## config.mk

```make
export PLATFORM = sky130hd
export DESIGN_NAME = p1ss_top
export DESIGN_NICKNAME = d
export VERILOG_FILES = /design/src/rtl/p1ss_pkg.sv /design/src/rtl/p1ss_sync.sv /design/src/rtl/p1ss_top.sv
export SDC_FILE = /design/constraint.sdc
export NUM_CORES = 1
export LEC_CHECK = 0
export ABC_AREA = 1
export BUFFER_PORTS_ARGS = -buffer_cell sky130_fd_sc_hd__buf_4
export CORE_UTILIZATION = 53
export CTS_CLUSTER_DIAMETER = 80
export DETAILED_ROUTE_END_ITERATION = 7
export PLACE_DENSITY_LB_ADDON = 0.3
export SYNTH_ARGS = -nofsm -noshare
export SYNTH_HDL_FRONTEND = slang
export SYNTH_SLANG_ARGS = --single-unit
```

## constraint.sdc

```tcl
create_clock -name clk -period 2.7 [get_ports clk]
set_input_delay 0.405 -clock clk [delete_from_list [all_inputs] [get_ports clk]]
set_output_delay 0.405 -clock clk [all_outputs]
set_load 0.02 [all_outputs]
```

## src/rtl/p1ss_pkg.sv

```systemverilog
/*
 * Constants, field positions and carrier types for the port 1 soft-strap
 * default generator.
 * Assumes a 32-bit APB slave with byte addresses of eight bits.
 */
`default_nettype none

package p1ss_pkg;

    // ------------------------------------------------------------------
    // Register offsets.
    // ------------------------------------------------------------------
    localparam int          ADDR_W   = 8;
    localparam logic [7:0]  OFF_HWCFG = 8'h00;
    localparam logic [7:0]  OFF_BCTL  = 8'h04;
    localparam logic [7:0]  OFF_ADV   = 8'h08;
    localparam logic [7:0]  OFF_MODE  = 8'h0C;
    localparam logic [7:0]  OFF_SCSR  = 8'h10;
    localparam logic [7:0]  OFF_MFC   = 8'h14;
    localparam logic [7:0]  OFF_STAT  = 8'h18;

    // ------------------------------------------------------------------
    // Field positions.
    // ------------------------------------------------------------------
    localparam int HW_AUTOX_BIT  = 0;
    localparam int BC_DUPLEX_BIT = 8;
    localparam int BC_AN_BIT     = 12;
    localparam int BC_SPEED_BIT  = 13;
    localparam int ADV_10HD_BIT  = 5;
    localparam int ADV_10FD_BIT  = 6;
    localparam int ADV_100HD_BIT = 7;
    localparam int ADV_100FD_BIT = 8;
    localparam int ADV_SYM_BIT   = 10;
    localparam int ADV_ASYM_BIT  = 11;
    localparam int MODE_LSB      = 5;
    localparam int SC_CROSS_BIT  = 13;
    localparam int SC_AUTO_BIT   = 14;
    localparam int SC_SEL_BIT    = 15;
    localparam int MFC_RX_BIT    = 0;
    localparam int MFC_TX_BIT    = 1;
    localparam int MFC_BP_BIT    = 2;
    localparam int ST_READY_BIT  = 0;
    localparam int ST_EE_BIT     = 1;
    localparam int ST_STRAP_LSB  = 8;

    // ------------------------------------------------------------------
    // Values.
    // ------------------------------------------------------------------
    localparam logic [2:0] MODE_10HD   = 3'h0;
    localparam logic [2:0] MODE_10FD   = 3'h1;
    localparam logic [2:0] MODE_100HD  = 3'h2;
    localparam logic [2:0] MODE_100FD  = 3'h3;
    localparam logic [2:0] MODE_AN_ALL = 3'h7;
    localparam logic       SC_SEL_RESET = 1'h0;
    localparam logic [2:0] SETTLE_CYC   = 3'h5;

    // ------------------------------------------------------------------
    // Types.
    // ------------------------------------------------------------------
    typedef enum logic [2:0] {
        IDX_HWCFG, IDX_BCTL, IDX_ADV, IDX_MODE, IDX_SCSR, IDX_MFC,
        IDX_STAT, IDX_NONE
    } p1ss_idx_t;

    typedef enum {P1SS_SETTLE, P1SS_RUN} p1ss_phase_t;

    typedef struct packed {
        logic autox;
        logic mcross;
        logic an;
        logic speed;
        logic duplex;
        logic bp;
        logic fdfc;
    } p1ss_straps_t;

    typedef struct packed {
        logic        psel;
        logic        penable;
        logic        pwrite;
        logic [7:0]  paddr;
        logic [31:0] pwdata;
    } p1ss_apb_req_t;

    typedef struct packed {
        logic       hw_autox;
        logic       bc_an;
        logic       bc_speed;
        logic       bc_duplex;
        logic       adv_10hd;
        logic       adv_10fd;
        logic       adv_100hd;
        logic       adv_100fd;
        logic       adv_sym;
        logic       adv_asym;
        logic [2:0] mode;
        logic       sc_sel;
        logic       sc_auto;
        logic       sc_cross;
        logic       mfc_rx;
        logic       mfc_tx;
        logic       mfc_bp;
    } p1ss_regs_t;

endpackage

`default_nettype wire

```

## src/rtl/p1ss_sync.sv

```systemverilog
/*
 * Three-stage pin synchroniser with agreement filter.
 * Assumes an asynchronous pin; the output moves only once the second and
 * third stages agree.
 */
`timescale 1ns/1ps
`default_nettype none

module p1ss_sync #(
    parameter int WIDTH = 1
) (
    input  wire logic             clk,
    input  wire logic             rstn,
    input  wire logic [WIDTH-1:0] d,
    output var  logic [WIDTH-1:0] q
);

    typedef struct packed {
        logic [WIDTH-1:0] s1;
        logic [WIDTH-1:0] s2;
        logic [WIDTH-1:0] s3;
        logic [WIDTH-1:0] q;
    } p1ss_sync_state_t;

    p1ss_sync_state_t state_reg;
    p1ss_sync_state_t state_next;

    initial
    begin
        if (WIDTH < 1)
        begin
            $error("p1ss_sync: WIDTH must be at least one.");
        end
    end

    // The first stage feeds only the second stage.
    always_comb
    begin
        state_next    = state_reg;
        state_next.s1 = d;
        state_next.s2 = state_reg.s1;
        state_next.s3 = state_reg.s2;
        if (state_reg.s2 == state_reg.s3)
        begin
            state_next.q = state_reg.s3;
        end
    end

    always_ff @(posedge clk or negedge rstn)
    begin
        if (!rstn)
        begin
            state_reg <= '0;
        end
        else
        begin
            state_reg <= state_next;
        end
    end

    assign q = state_reg.q;

endmodule

`default_nettype wire

```

## src/rtl/p1ss_top.sv

```systemverilog
/*
 * Port 1 soft-strap default generator with its APB register file.
 * Assumes a loader that presents override straps with a one-cycle strobe,
 * a one-cycle revert strobe for digital reset or reload without EEPROM,
 * and an asynchronous strap pin shared with an LED.
 */
// Chosen here: the register offsets and register access over APB.
`timescale 1ns/1ps
`default_nettype none

// What this block does
// - Crossover strap sets strap-state bit default.
// - Strap-selected crossover uses both crossover straps.
// - Auto off: manual strap picks straight/crossed.
// - Negotiation strap sets negotiation enable default.
// - Negotiation strap shapes speed, duplex, advert, mode.
// - Speed strap shapes speed, mode, 10M advert.
// - Duplex strap shapes duplex, mode, 10FD advert.
// - Back-pressure strap sets back-pressure enable default.
// - Flow-control strap sets both pause enables.
// - Flow-control strap shapes asymmetric pause advert.
// - Capture at reset release; loader values override.
// - Revert to captured straps without resampling pins.
module p1ss_top #(
    parameter logic MCROSS_TIE = 1'h0,
    parameter logic AN_TIE     = 1'h1,
    parameter logic SPEED_TIE  = 1'h1,
    parameter logic DUPLEX_TIE = 1'h1,
    parameter logic BP_TIE     = 1'h1,
    parameter logic FDFC_TIE   = 1'h1
) (
    input  wire logic                   clk,
    input  wire logic                   rstn,
    input  wire p1ss_pkg::p1ss_apb_req_t apb,
    output var  logic [31:0]            prdata,
    output var  logic                   pready,
    output var  logic                   pslverr,
    input  wire logic                   port1_crossover_led_pin,
    input  wire logic                   ee_load,
    input  wire p1ss_pkg::p1ss_straps_t ee_straps,
    input  wire logic                   straps_revert,
    output var  p1ss_pkg::p1ss_regs_t   cfg,
    output var  logic                   cfg_ready,
    output var  logic                   xover_auto,
    output var  logic                   xover_cross
);

    // ------------------------------------------------------------------
    // State.
    // ------------------------------------------------------------------
    typedef struct packed {
        p1ss_pkg::p1ss_phase_t  phase;
        logic [2:0]             settle_cnt;
        p1ss_pkg::p1ss_straps_t latched;
        p1ss_pkg::p1ss_straps_t eff;
        logic                   ee_active;
        p1ss_pkg::p1ss_regs_t   regs;
        logic                   ready;
        logic                   xauto;
        logic                   xcross;
        logic                   pready;
        logic                   pslverr;
        logic [31:0]            prdata;
    } p1ss_top_state_t;

    p1ss_top_state_t state_reg;
    p1ss_top_state_t state_next;
    logic            pin_sync;

    initial
    begin
        if (p1ss_pkg::ADDR_W != 8)
        begin
            $error("p1ss_top: the register map needs eight address bits.");
        end
    end

    p1ss_sync #(
        .WIDTH (1)
    ) u_pin_sync (
        .clk  (clk),
        .rstn (rstn),
        .d    (port1_crossover_led_pin),
        .q    (pin_sync)
    );

    // ------------------------------------------------------------------
    // Functions.
    // ------------------------------------------------------------------

    // Maps an APB address onto a register index.
    function automatic p1ss_pkg::p1ss_idx_t reg_index(
        input logic [7:0] addr
    );
        p1ss_pkg::p1ss_idx_t idx;
        case (addr)
            p1ss_pkg::OFF_HWCFG: idx = p1ss_pkg::IDX_HWCFG;
            p1ss_pkg::OFF_BCTL:  idx = p1ss_pkg::IDX_BCTL;
            p1ss_pkg::OFF_ADV:   idx = p1ss_pkg::IDX_ADV;
            p1ss_pkg::OFF_MODE:  idx = p1ss_pkg::IDX_MODE;
            p1ss_pkg::OFF_SCSR:  idx = p1ss_pkg::IDX_SCSR;
            p1ss_pkg::OFF_MFC:   idx = p1ss_pkg::IDX_MFC;
            p1ss_pkg::OFF_STAT:  idx = p1ss_pkg::IDX_STAT;
            default:             idx = p1ss_pkg::IDX_NONE;
        endcase
        return idx;
    endfunction

    // Builds the register reset defaults from a set of straps.
    function automatic p1ss_pkg::p1ss_regs_t strap_defaults(
        input p1ss_pkg::p1ss_straps_t s
    );
        p1ss_pkg::p1ss_regs_t d;
        d           = '0;
        d.hw_autox  = s.autox;
        d.bc_an     = s.an;
        d.bc_speed  = s.an | s.speed;
        d.bc_duplex = s.an | s.duplex;
        d.adv_10hd  = s.an | ~s.speed;
        d.adv_10fd  = s.duplex & (s.an | ~s.speed);
        d.adv_100hd = s.an | s.speed;
        d.adv_100fd = s.duplex & (s.an | s.speed);
        d.adv_sym   = s.fdfc;
        d.adv_asym  = s.fdfc;
        if (s.an)
        begin
            d.mode = p1ss_pkg::MODE_AN_ALL;
        end
        else if (s.speed)
        begin
            d.mode = s.duplex ? p1ss_pkg::MODE_100FD
                              : p1ss_pkg::MODE_100HD;
        end
        else
        begin
            d.mode = s.duplex ? p1ss_pkg::MODE_10FD
                              : p1ss_pkg::MODE_10HD;
        end
        d.sc_sel    = p1ss_pkg::SC_SEL_RESET;
        d.sc_auto   = s.autox;
        d.sc_cross  = s.mcross;
        d.mfc_bp    = s.bp;
        d.mfc_tx    = s.fdfc;
        d.mfc_rx    = s.fdfc;
        return d;
    endfunction

    // Assembles the read word of one register.
    function automatic logic [31:0] read_word(
        input p1ss_pkg::p1ss_idx_t    idx,
        input p1ss_pkg::p1ss_regs_t   r,
        input p1ss_pkg::p1ss_straps_t eff,
        input logic                   ee_active,
        input logic                   ready
    );
        logic [31:0] w;
        w = '0;
        case (idx)
            p1ss_pkg::IDX_HWCFG:
            begin
                w[p1ss_pkg::HW_AUTOX_BIT] = r.hw_autox;
            end
            p1ss_pkg::IDX_BCTL:
            begin
                w[p1ss_pkg::BC_AN_BIT]     = r.bc_an;
                w[p1ss_pkg::BC_SPEED_BIT]  = r.bc_speed;
                w[p1ss_pkg::BC_DUPLEX_BIT] = r.bc_duplex;
            end
            p1ss_pkg::IDX_ADV:
            begin
                w[p1ss_pkg::ADV_10HD_BIT]  = r.adv_10hd;
                w[p1ss_pkg::ADV_10FD_BIT]  = r.adv_10fd;
                w[p1ss_pkg::ADV_100HD_BIT] = r.adv_100hd;
                w[p1ss_pkg::ADV_100FD_BIT] = r.adv_100fd;
                w[p1ss_pkg::ADV_SYM_BIT]   = r.adv_sym;
                w[p1ss_pkg::ADV_ASYM_BIT]  = r.adv_asym;
            end
            p1ss_pkg::IDX_MODE:
            begin
                w[p1ss_pkg::MODE_LSB +: 3] = r.mode;
            end
            p1ss_pkg::IDX_SCSR:
            begin
                w[p1ss_pkg::SC_SEL_BIT]   = r.sc_sel;
                w[p1ss_pkg::SC_AUTO_BIT]  = r.sc_auto;
                w[p1ss_pkg::SC_CROSS_BIT] = r.sc_cross;
            end
            p1ss_pkg::IDX_MFC:
            begin
                w[p1ss_pkg::MFC_RX_BIT] = r.mfc_rx;
                w[p1ss_pkg::MFC_TX_BIT] = r.mfc_tx;
                w[p1ss_pkg::MFC_BP_BIT] = r.mfc_bp;
            end
            p1ss_pkg::IDX_STAT:
            begin
                w[p1ss_pkg::ST_READY_BIT]     = ready;
                w[p1ss_pkg::ST_EE_BIT]        = ee_active;
                w[p1ss_pkg::ST_STRAP_LSB +: 7] = eff;
            end
            default:
            begin
                w = '0;
            end
        endcase
        return w;
    endfunction

    // ------------------------------------------------------------------
    // Next-state logic.
    // ------------------------------------------------------------------
    always_comb
    begin
        p1ss_pkg::p1ss_idx_t    idx;
        p1ss_pkg::p1ss_straps_t cap;
        logic                   reload;
        idx            = reg_index(apb.paddr);
        cap            = '0;
        reload         = 1'b0;
        state_next     = state_reg;
        state_next.pready  = 1'b0;
        state_next.pslverr = 1'b0;

        // Strap capture after reset release, loader override and revert.
        case (state_reg.phase)
            p1ss_pkg::P1SS_SETTLE:
            begin
                if (state_reg.settle_cnt == p1ss_pkg::SETTLE_CYC)
                begin
                    cap.autox  = pin_sync;
                    cap.mcross = MCROSS_TIE;
                    cap.an     = AN_TIE;
                    cap.speed  = SPEED_TIE;
                    cap.duplex = DUPLEX_TIE;
                    cap.bp     = BP_TIE;
                    cap.fdfc   = FDFC_TIE;
                    state_next.latched = cap;
                    state_next.eff     = cap;
                    state_next.phase   = p1ss_pkg::P1SS_RUN;
                    state_next.ready   = 1'b1;
                    reload             = 1'b1;
                end
                else
                begin
                    state_next.settle_cnt = state_reg.settle_cnt + 3'h1;
                end
            end
            p1ss_pkg::P1SS_RUN:
            begin
                if (ee_load)
                begin
                    state_next.eff       = ee_straps;
                    state_next.ee_active = 1'b1;
                    reload               = 1'b1;
                end
                else if (straps_revert)
                begin
                    state_next.eff       = state_reg.latched;
                    state_next.ee_active = 1'b0;
                    reload               = 1'b1;
                end
            end
            default:
            begin
                state_next.phase = p1ss_pkg::P1SS_SETTLE;
            end
        endcase

        // Straps only seed the registers; writes change them later.
        if (reload)
        begin
            state_next.regs = strap_defaults(state_next.eff);
        end

        // APB access phase: one wait state, then the answer.
        if (apb.psel && apb.penable && !state_reg.pready)
        begin
            state_next.pready  = 1'b1;
            state_next.pslverr = (idx == p1ss_pkg::IDX_NONE);
            state_next.prdata  = apb.pwrite ? 32'h0000_0000
                : read_word(idx, state_reg.regs, state_reg.eff,
                            state_reg.ee_active, state_reg.ready);
        end

        if (apb.psel && apb.penable && state_reg.pready && apb.pwrite
            && !reload)
        begin
            case (idx)
                p1ss_pkg::IDX_HWCFG:
                begin
                    state_next.regs.hw_autox =
                        apb.pwdata[p1ss_pkg::HW_AUTOX_BIT];
                end
                p1ss_pkg::IDX_BCTL:
                begin
                    state_next.regs.bc_an =
                        apb.pwdata[p1ss_pkg::BC_AN_BIT];
                    state_next.regs.bc_speed =
                        apb.pwdata[p1ss_pkg::BC_SPEED_BIT];
                    state_next.regs.bc_duplex =
                        apb.pwdata[p1ss_pkg::BC_DUPLEX_BIT];
                end
                p1ss_pkg::IDX_ADV:
                begin
                    state_next.regs.adv_10hd =
                        apb.pwdata[p1ss_pkg::ADV_10HD_BIT];
                    state_next.regs.adv_10fd =
                        apb.pwdata[p1ss_pkg::ADV_10FD_BIT];
                    state_next.regs.adv_100hd =
                        apb.pwdata[p1ss_pkg::ADV_100HD_BIT];
                    state_next.regs.adv_100fd =
                        apb.pwdata[p1ss_pkg::ADV_100FD_BIT];
                    state_next.regs.adv_sym =
                        apb.pwdata[p1ss_pkg::ADV_SYM_BIT];
                    state_next.regs.adv_asym =
                        apb.pwdata[p1ss_pkg::ADV_ASYM_BIT];
                end
                p1ss_pkg::IDX_MODE:
                begin
                    state_next.regs.mode =
                        apb.pwdata[p1ss_pkg::MODE_LSB +: 3];
                end
                p1ss_pkg::IDX_SCSR:
                begin
                    state_next.regs.sc_sel =
                        apb.pwdata[p1ss_pkg::SC_SEL_BIT];
                    state_next.regs.sc_auto =
                        apb.pwdata[p1ss_pkg::SC_AUTO_BIT];
                    state_next.regs.sc_cross =
                        apb.pwdata[p1ss_pkg::SC_CROSS_BIT];
                end
                p1ss_pkg::IDX_MFC:
                begin
                    state_next.regs.mfc_rx =
                        apb.pwdata[p1ss_pkg::MFC_RX_BIT];
                    state_next.regs.mfc_tx =
                        apb.pwdata[p1ss_pkg::MFC_TX_BIT];
                    state_next.regs.mfc_bp =
                        apb.pwdata[p1ss_pkg::MFC_BP_BIT];
                end
                default:
                begin
                end
            endcase
        end

        // Crossover: straps rule while the select bit is clear.
        if (!state_next.regs.sc_sel)
        begin
            state_next.xauto  = state_next.eff.autox;
            state_next.xcross = !state_next.eff.autox
                                && state_next.eff.mcross;
        end
        else
        begin
            state_next.xauto  = state_next.regs.sc_auto;
            state_next.xcross = !state_next.regs.sc_auto
                                && state_next.regs.sc_cross;
        end
    end

    // ------------------------------------------------------------------
    // State register.
    // ------------------------------------------------------------------
    always_ff @(posedge clk or negedge rstn)
    begin
        if (!rstn)
        begin
            state_reg       <= '0;
            state_reg.phase <= p1ss_pkg::P1SS_SETTLE;
        end
        else
        begin
            state_reg <= state_next;
        end
    end

    assign prdata      = state_reg.prdata;
    assign pready      = state_reg.pready;
    assign pslverr     = state_reg.pslverr;
    assign cfg         = state_reg.regs;
    assign cfg_ready   = state_reg.ready;
    assign xover_auto  = state_reg.xauto;
    assign xover_cross = state_reg.xcross;

endmodule

`default_nettype wire

```

=== After elaboration in Yosys (flattened, before gate mapping) ===
Cells that the tools add are included.

* Bitwise operators: 8
* Multiplexer cells: 37
* Reduce and logical (&&, ||, !) cells: 19
* Eq/ne operators: 17
* $add $sub $neg: 1

{| class="wikitable"
|+ Operators by type and width
! cell !! count
|-
| $pmux W32 S2 || 1
|-
| $mux W19 || 2
|-
| $mux W34 || 1
|-
| $eq A32 B1 Y1 const B || 1
|-
| $logic_not A32 Y1 || 1
|-
| $mux W32 || 1
|-
| $eq A8 B5 Y1 const B || 3
|-
| $pmux W3 S7 || 1
|-
| $eq A8 B4 Y1 const B || 2
|-
| $mux W16 || 1
|-
| $mux W8 || 2
|-
| $eq A3 B3 Y1 const B || 5
|-
| $mux W3 || 5
|-
| $pmux W7 S2 || 1
|-
| $mux W1 || 9
|-
| $pmux W1 S3 || 3
|-
| $eq A8 B3 Y1 const B || 1
|-
| $logic_not A8 Y1 || 1
|-
| $pmux W1 S2 || 4
|-
| $reduce_and A2 Y1 || 4
|-
| $logic_and A1 B1 Y1 || 7
|-
| $mux W7 || 1
|-
| $eq A3 B2 Y1 const B || 2
|-
| $mux W6 || 1
|-
| other kinds (13) || 22
|}

* Flip-flop bits (word level): 104
* Output and inout bits: 56

=== Logic depth before layout (Yosys ltp) ===
* Word-level depth: 12
* Depth in mapped cells: 13

=== Modules after synthesis ===
Synthesis repeated with hierarchy kept, for this count alone.

* Cell total of the unflattened synthesis: 410
* Area total of the unflattened synthesis: 3179.3 µm²

{| class="wikitable"
|+ Modules (own cells, without submodules)
! module !! cells each !! area each (µm²) !! times used !! sequential area each (µm²)
|-
| p1ss_top || 402 || 3062.9 || 1 || 1276.2
|-
| p1ss_sync || 8 || 116.4 || 1 || 100.1
|}

=== Worst setup path before layout ===
No wires, ideal clock.

* Kind: register to register
* Start: register state_reg[71] (netlist bit)
* End: register state_reg, in the netlist cfg[11]
* Path buffers: 0
* Library setup time: 0.113 ns
* Setup slack: 1.041 ns
* Cell stages (with the launch flop): 11
* Arrival: 1.546 ns
* Data required time: 2.587 ns
* Cells stage by stage: dfrtp_1 > ha_1 > nand2_1 > nor2_4 > nor2_8 > nand2_8 > nor2_4 > inv_2 > or2_0 > nand2_1 > inv_1

{| class="wikitable"
|+ RTL lines
! item !! RTL line !! text
|-
| start: declaration || p1ss_top.sv:66 || <nowiki>p1ss_top_state_t state_reg;</nowiki>
|-
| start signal: assignment || p1ss_top.sv:373 || <nowiki>state_reg <= state_next;</nowiki>
|}

==> summary.txt <==
Global routing
  – Largest net degree at the start of global routing: 56
  – Vias in the first global route: 2483
  – Gr usage total: 23.95%
  – Antenna violations before repair: 0
  – Global route overflow: 0
  – First-pass GRT wire length: 11.50 mm

Floorplanning
  – DIE HEIGHT: 79.67 um
  – Die area: 6347 sq um
  – Core Area: 5675 sq um
  – Initial Util: 56.33%
  – Ports: 111
  – Die width: 79.67 um
  – # rows: 27

CTS
  – Reg clk slew, reported paths: 0.10 ns
  – CTS buffer count: 5
  – PostCTS Resize Cnt: 0
  – H-tree lvl count: 2
  – CTS tree: done
  – CTS root buffer: clkbuf_8
  – Hold-fix buffers at CTS: 0
  – Clock Latency Late Sink: 0.31 ns
  – Postcts setup bufs: 0
  – CTS max path bufs: 2
  – Clock Sinks: 55

Power
  – Pwr Density: 503.6 nW/um^2
  – Worst VDD drop: 0.2653 mV
  – P_leak: 1.908 nW

Yosys
  – Synth cell types: 34
  – Top FF cell, synth: dfrtp_1
  – Sequential area share after synthesis: 43.05%
  – Mapped Avg Cell Area: 8.032 sq um
  – #FFs+latches synth: 55
  – EDFF count, synth: 0
  – Ys async rst share: 100.0%
  – Synth area leaders: dfrtp_1 43%, buf_4 12%, nand2_1 11%
  – Cell Area, Synth: 3197 sq um
  – Gate Count Post-Synth: 398
  – Yosys warning total: 0
  – Leading area contributor after synthesis: dfrtp_1
  – Top cell type's share of synthesized area: 43.05%

Timing
  – Hold Vio Cnt, Final: 0
  – RSZ-0062 raised after global routing: no
  – Final worst slack: 0.7380 ns
  – Final Cycle Share: 72.67%
  – Fin Setup TNS: 0 ns
  – Rel. slew slack: 54.55%
  – Tightest Pin Transition: 0.6817 ns
  – Clk_skew: 0.004778 ns
  – Fmax: 0.5097 GHz
  – Fin. max-slew vios: 0
  – Final setup viols: 0
  – Min cycle time layout: 1.962 ns

Detailed routing
  – Via count: 2607
  – Met3 wire len: 461 um
  – Top sig layer: met4
  – Drt first pass iters: 4
  – Met1 WL: 3.063 mm
  – DRC violations left: 0
  – Wire length on met2: 3.425 mm
  – Drt total wl: 7.056 mm
  – Wirelength per Cell: 13.78 um
  – Initial DRC count: 180
  – Drt via density: 5.092
  – Final ANT Viol Nets: 0

Job
  – Max-cap check violation count: 0

Worst setup path
  – R2r endpoint: xover_auto
  – Critical path arrival: 2.19 ns
  – Crit. End Element: flip-flop
  – R2r setup slk: 0.74 ns
  – CP Class: flip-flop to flip-flop
  – Crit Reg-Reg Startpoint: state_reg[71]
  – R2R cell count: 10
  – Crit path launch type: flip-flop
  – Required @ worst endpoint: 2.93 ns
  – CP Max Fanout: 17

Finish
  – Fin nets: 496
  – Layout area overhead: 12.41%
  – Most common cell after layout, fill and taps aside: nand2_1
  – Finished Cell Area: 3593 sq um
  – Max FFs per register: 19
  – Layout cells sized above 1: 23.18%
  – Antenna diode count: 0
  – Most frequent cells in the layout: 95 x nand2_1, 73 x buf_4, 55 x dfrtp_1

Placed design
  – Placer Congestion: 0.8762
  – Number of port buffers: 73
  – Place WS: 0.7694 ns
  – DP Wirelength: 5.280 mm
  – Area after DPL: 3481 sq um

Min path
  – Type of the worst min-delay path: input pin to async pin

Status
  – Status: completed
-- worst max-delay path, stage by stage, from the launching register on --
cell and delay [ns]:
dfrtp_1 0.42, ha_1 0.23, nand2_1 0.16, nor2_4 0.08
nor2_8 0.29, nand2_8 0.12, nor2_2 0.17, nand2_1 0.11
nand2_2 0.10, nor2_1 0.04, a21oi_1 0.16
-- worst max-delay path by stage --
stage                  start         end  depth (start not counted)  slack (ns)
4_1_cts        state_reg[71]     cfg[13]                         10        0.74
2_1_floorplan  state_reg[71]     cfg[11]                         10        1.04
3_3_place_gp   state_reg[71]     cfg[13]                         10        0.79
5_1_grt        state_reg[72]     cfg[13]                         12        0.58
3_5_place_dp   state_reg[72]     cfg[11]                         12        0.77
6_report       state_reg[71]  xover_auto                         10        0.74
-- area by class of cell --
type | count | area, sq um
Clock buffer | 5 | 68.82
Timing Repair Buffer | 73 | 548.0
Tap cell | 72 | 90.09
Fill cell | 499 | 2082
Multi-Input combinational cell | 257 | 1290
Sequential cell | 55 | 1376
Clock inverter | 3 | 43.79
Inverter | 47 | 176.4
-- cell usage after synthesis (all sizes together) (3+ instances only) --
master / instances
nand3: 31
buf: 54
o21ai: 14
dfrtp: 55
nor2: 51
a32o: 3
inv: 47
nand2: 101
a22o: 9
or2: 4
a21oi: 11
-- stage by stage --
stage / power (mW) / util [%] / hold WS (ns) / instances
global route: 1.898 / 63.32 / 0.1707 / 512
detailed placement: 1.273 / 61.33 / 0.3365 / 504
CTS: 1.822 / 63.32 / 0.1508 / 512
finish: 1.810 / 63.32 / 0.1223 / 512
floorplan: 1.184 / - / 0.1094 / 415
global placement: 1.266 / 61.33 / 0.3335 / 504
-- kinds of logic after synthesis --
group,count (synthesis),synth area share [%]
buffers and inverters,103,18.59
adder cells (fa/ha/maj),3,1.096
AO/OA/AOI/OAI,44,8.924
other,1,0.1173
XOR/XNOR,2,0.5480
AND/OR/NAND/NOR,190,27.67
flip-flops,55,43.05
-- routing by layer --
| layer | up-vias | global-route usage [%] |
|---|---|---|
| li1 | 1266 | - |
| met1 | 1214 | 32.57 |
| met2 | 117 | 37.86 |
| met3 | 10 | 4.114 |
| met4 | 0 | 9.455 |
| met5 | - | 0 |
-- report_power, final --
group / internal, mW / switching [mW]
Combinational: 0.128 / 0.215
Sequential: 0.876 / 0.0400
Clock: 0.277 / 0.273
Total: 1.28 / 0.529
Note: power is estimated with default switching activity, not from simulation.
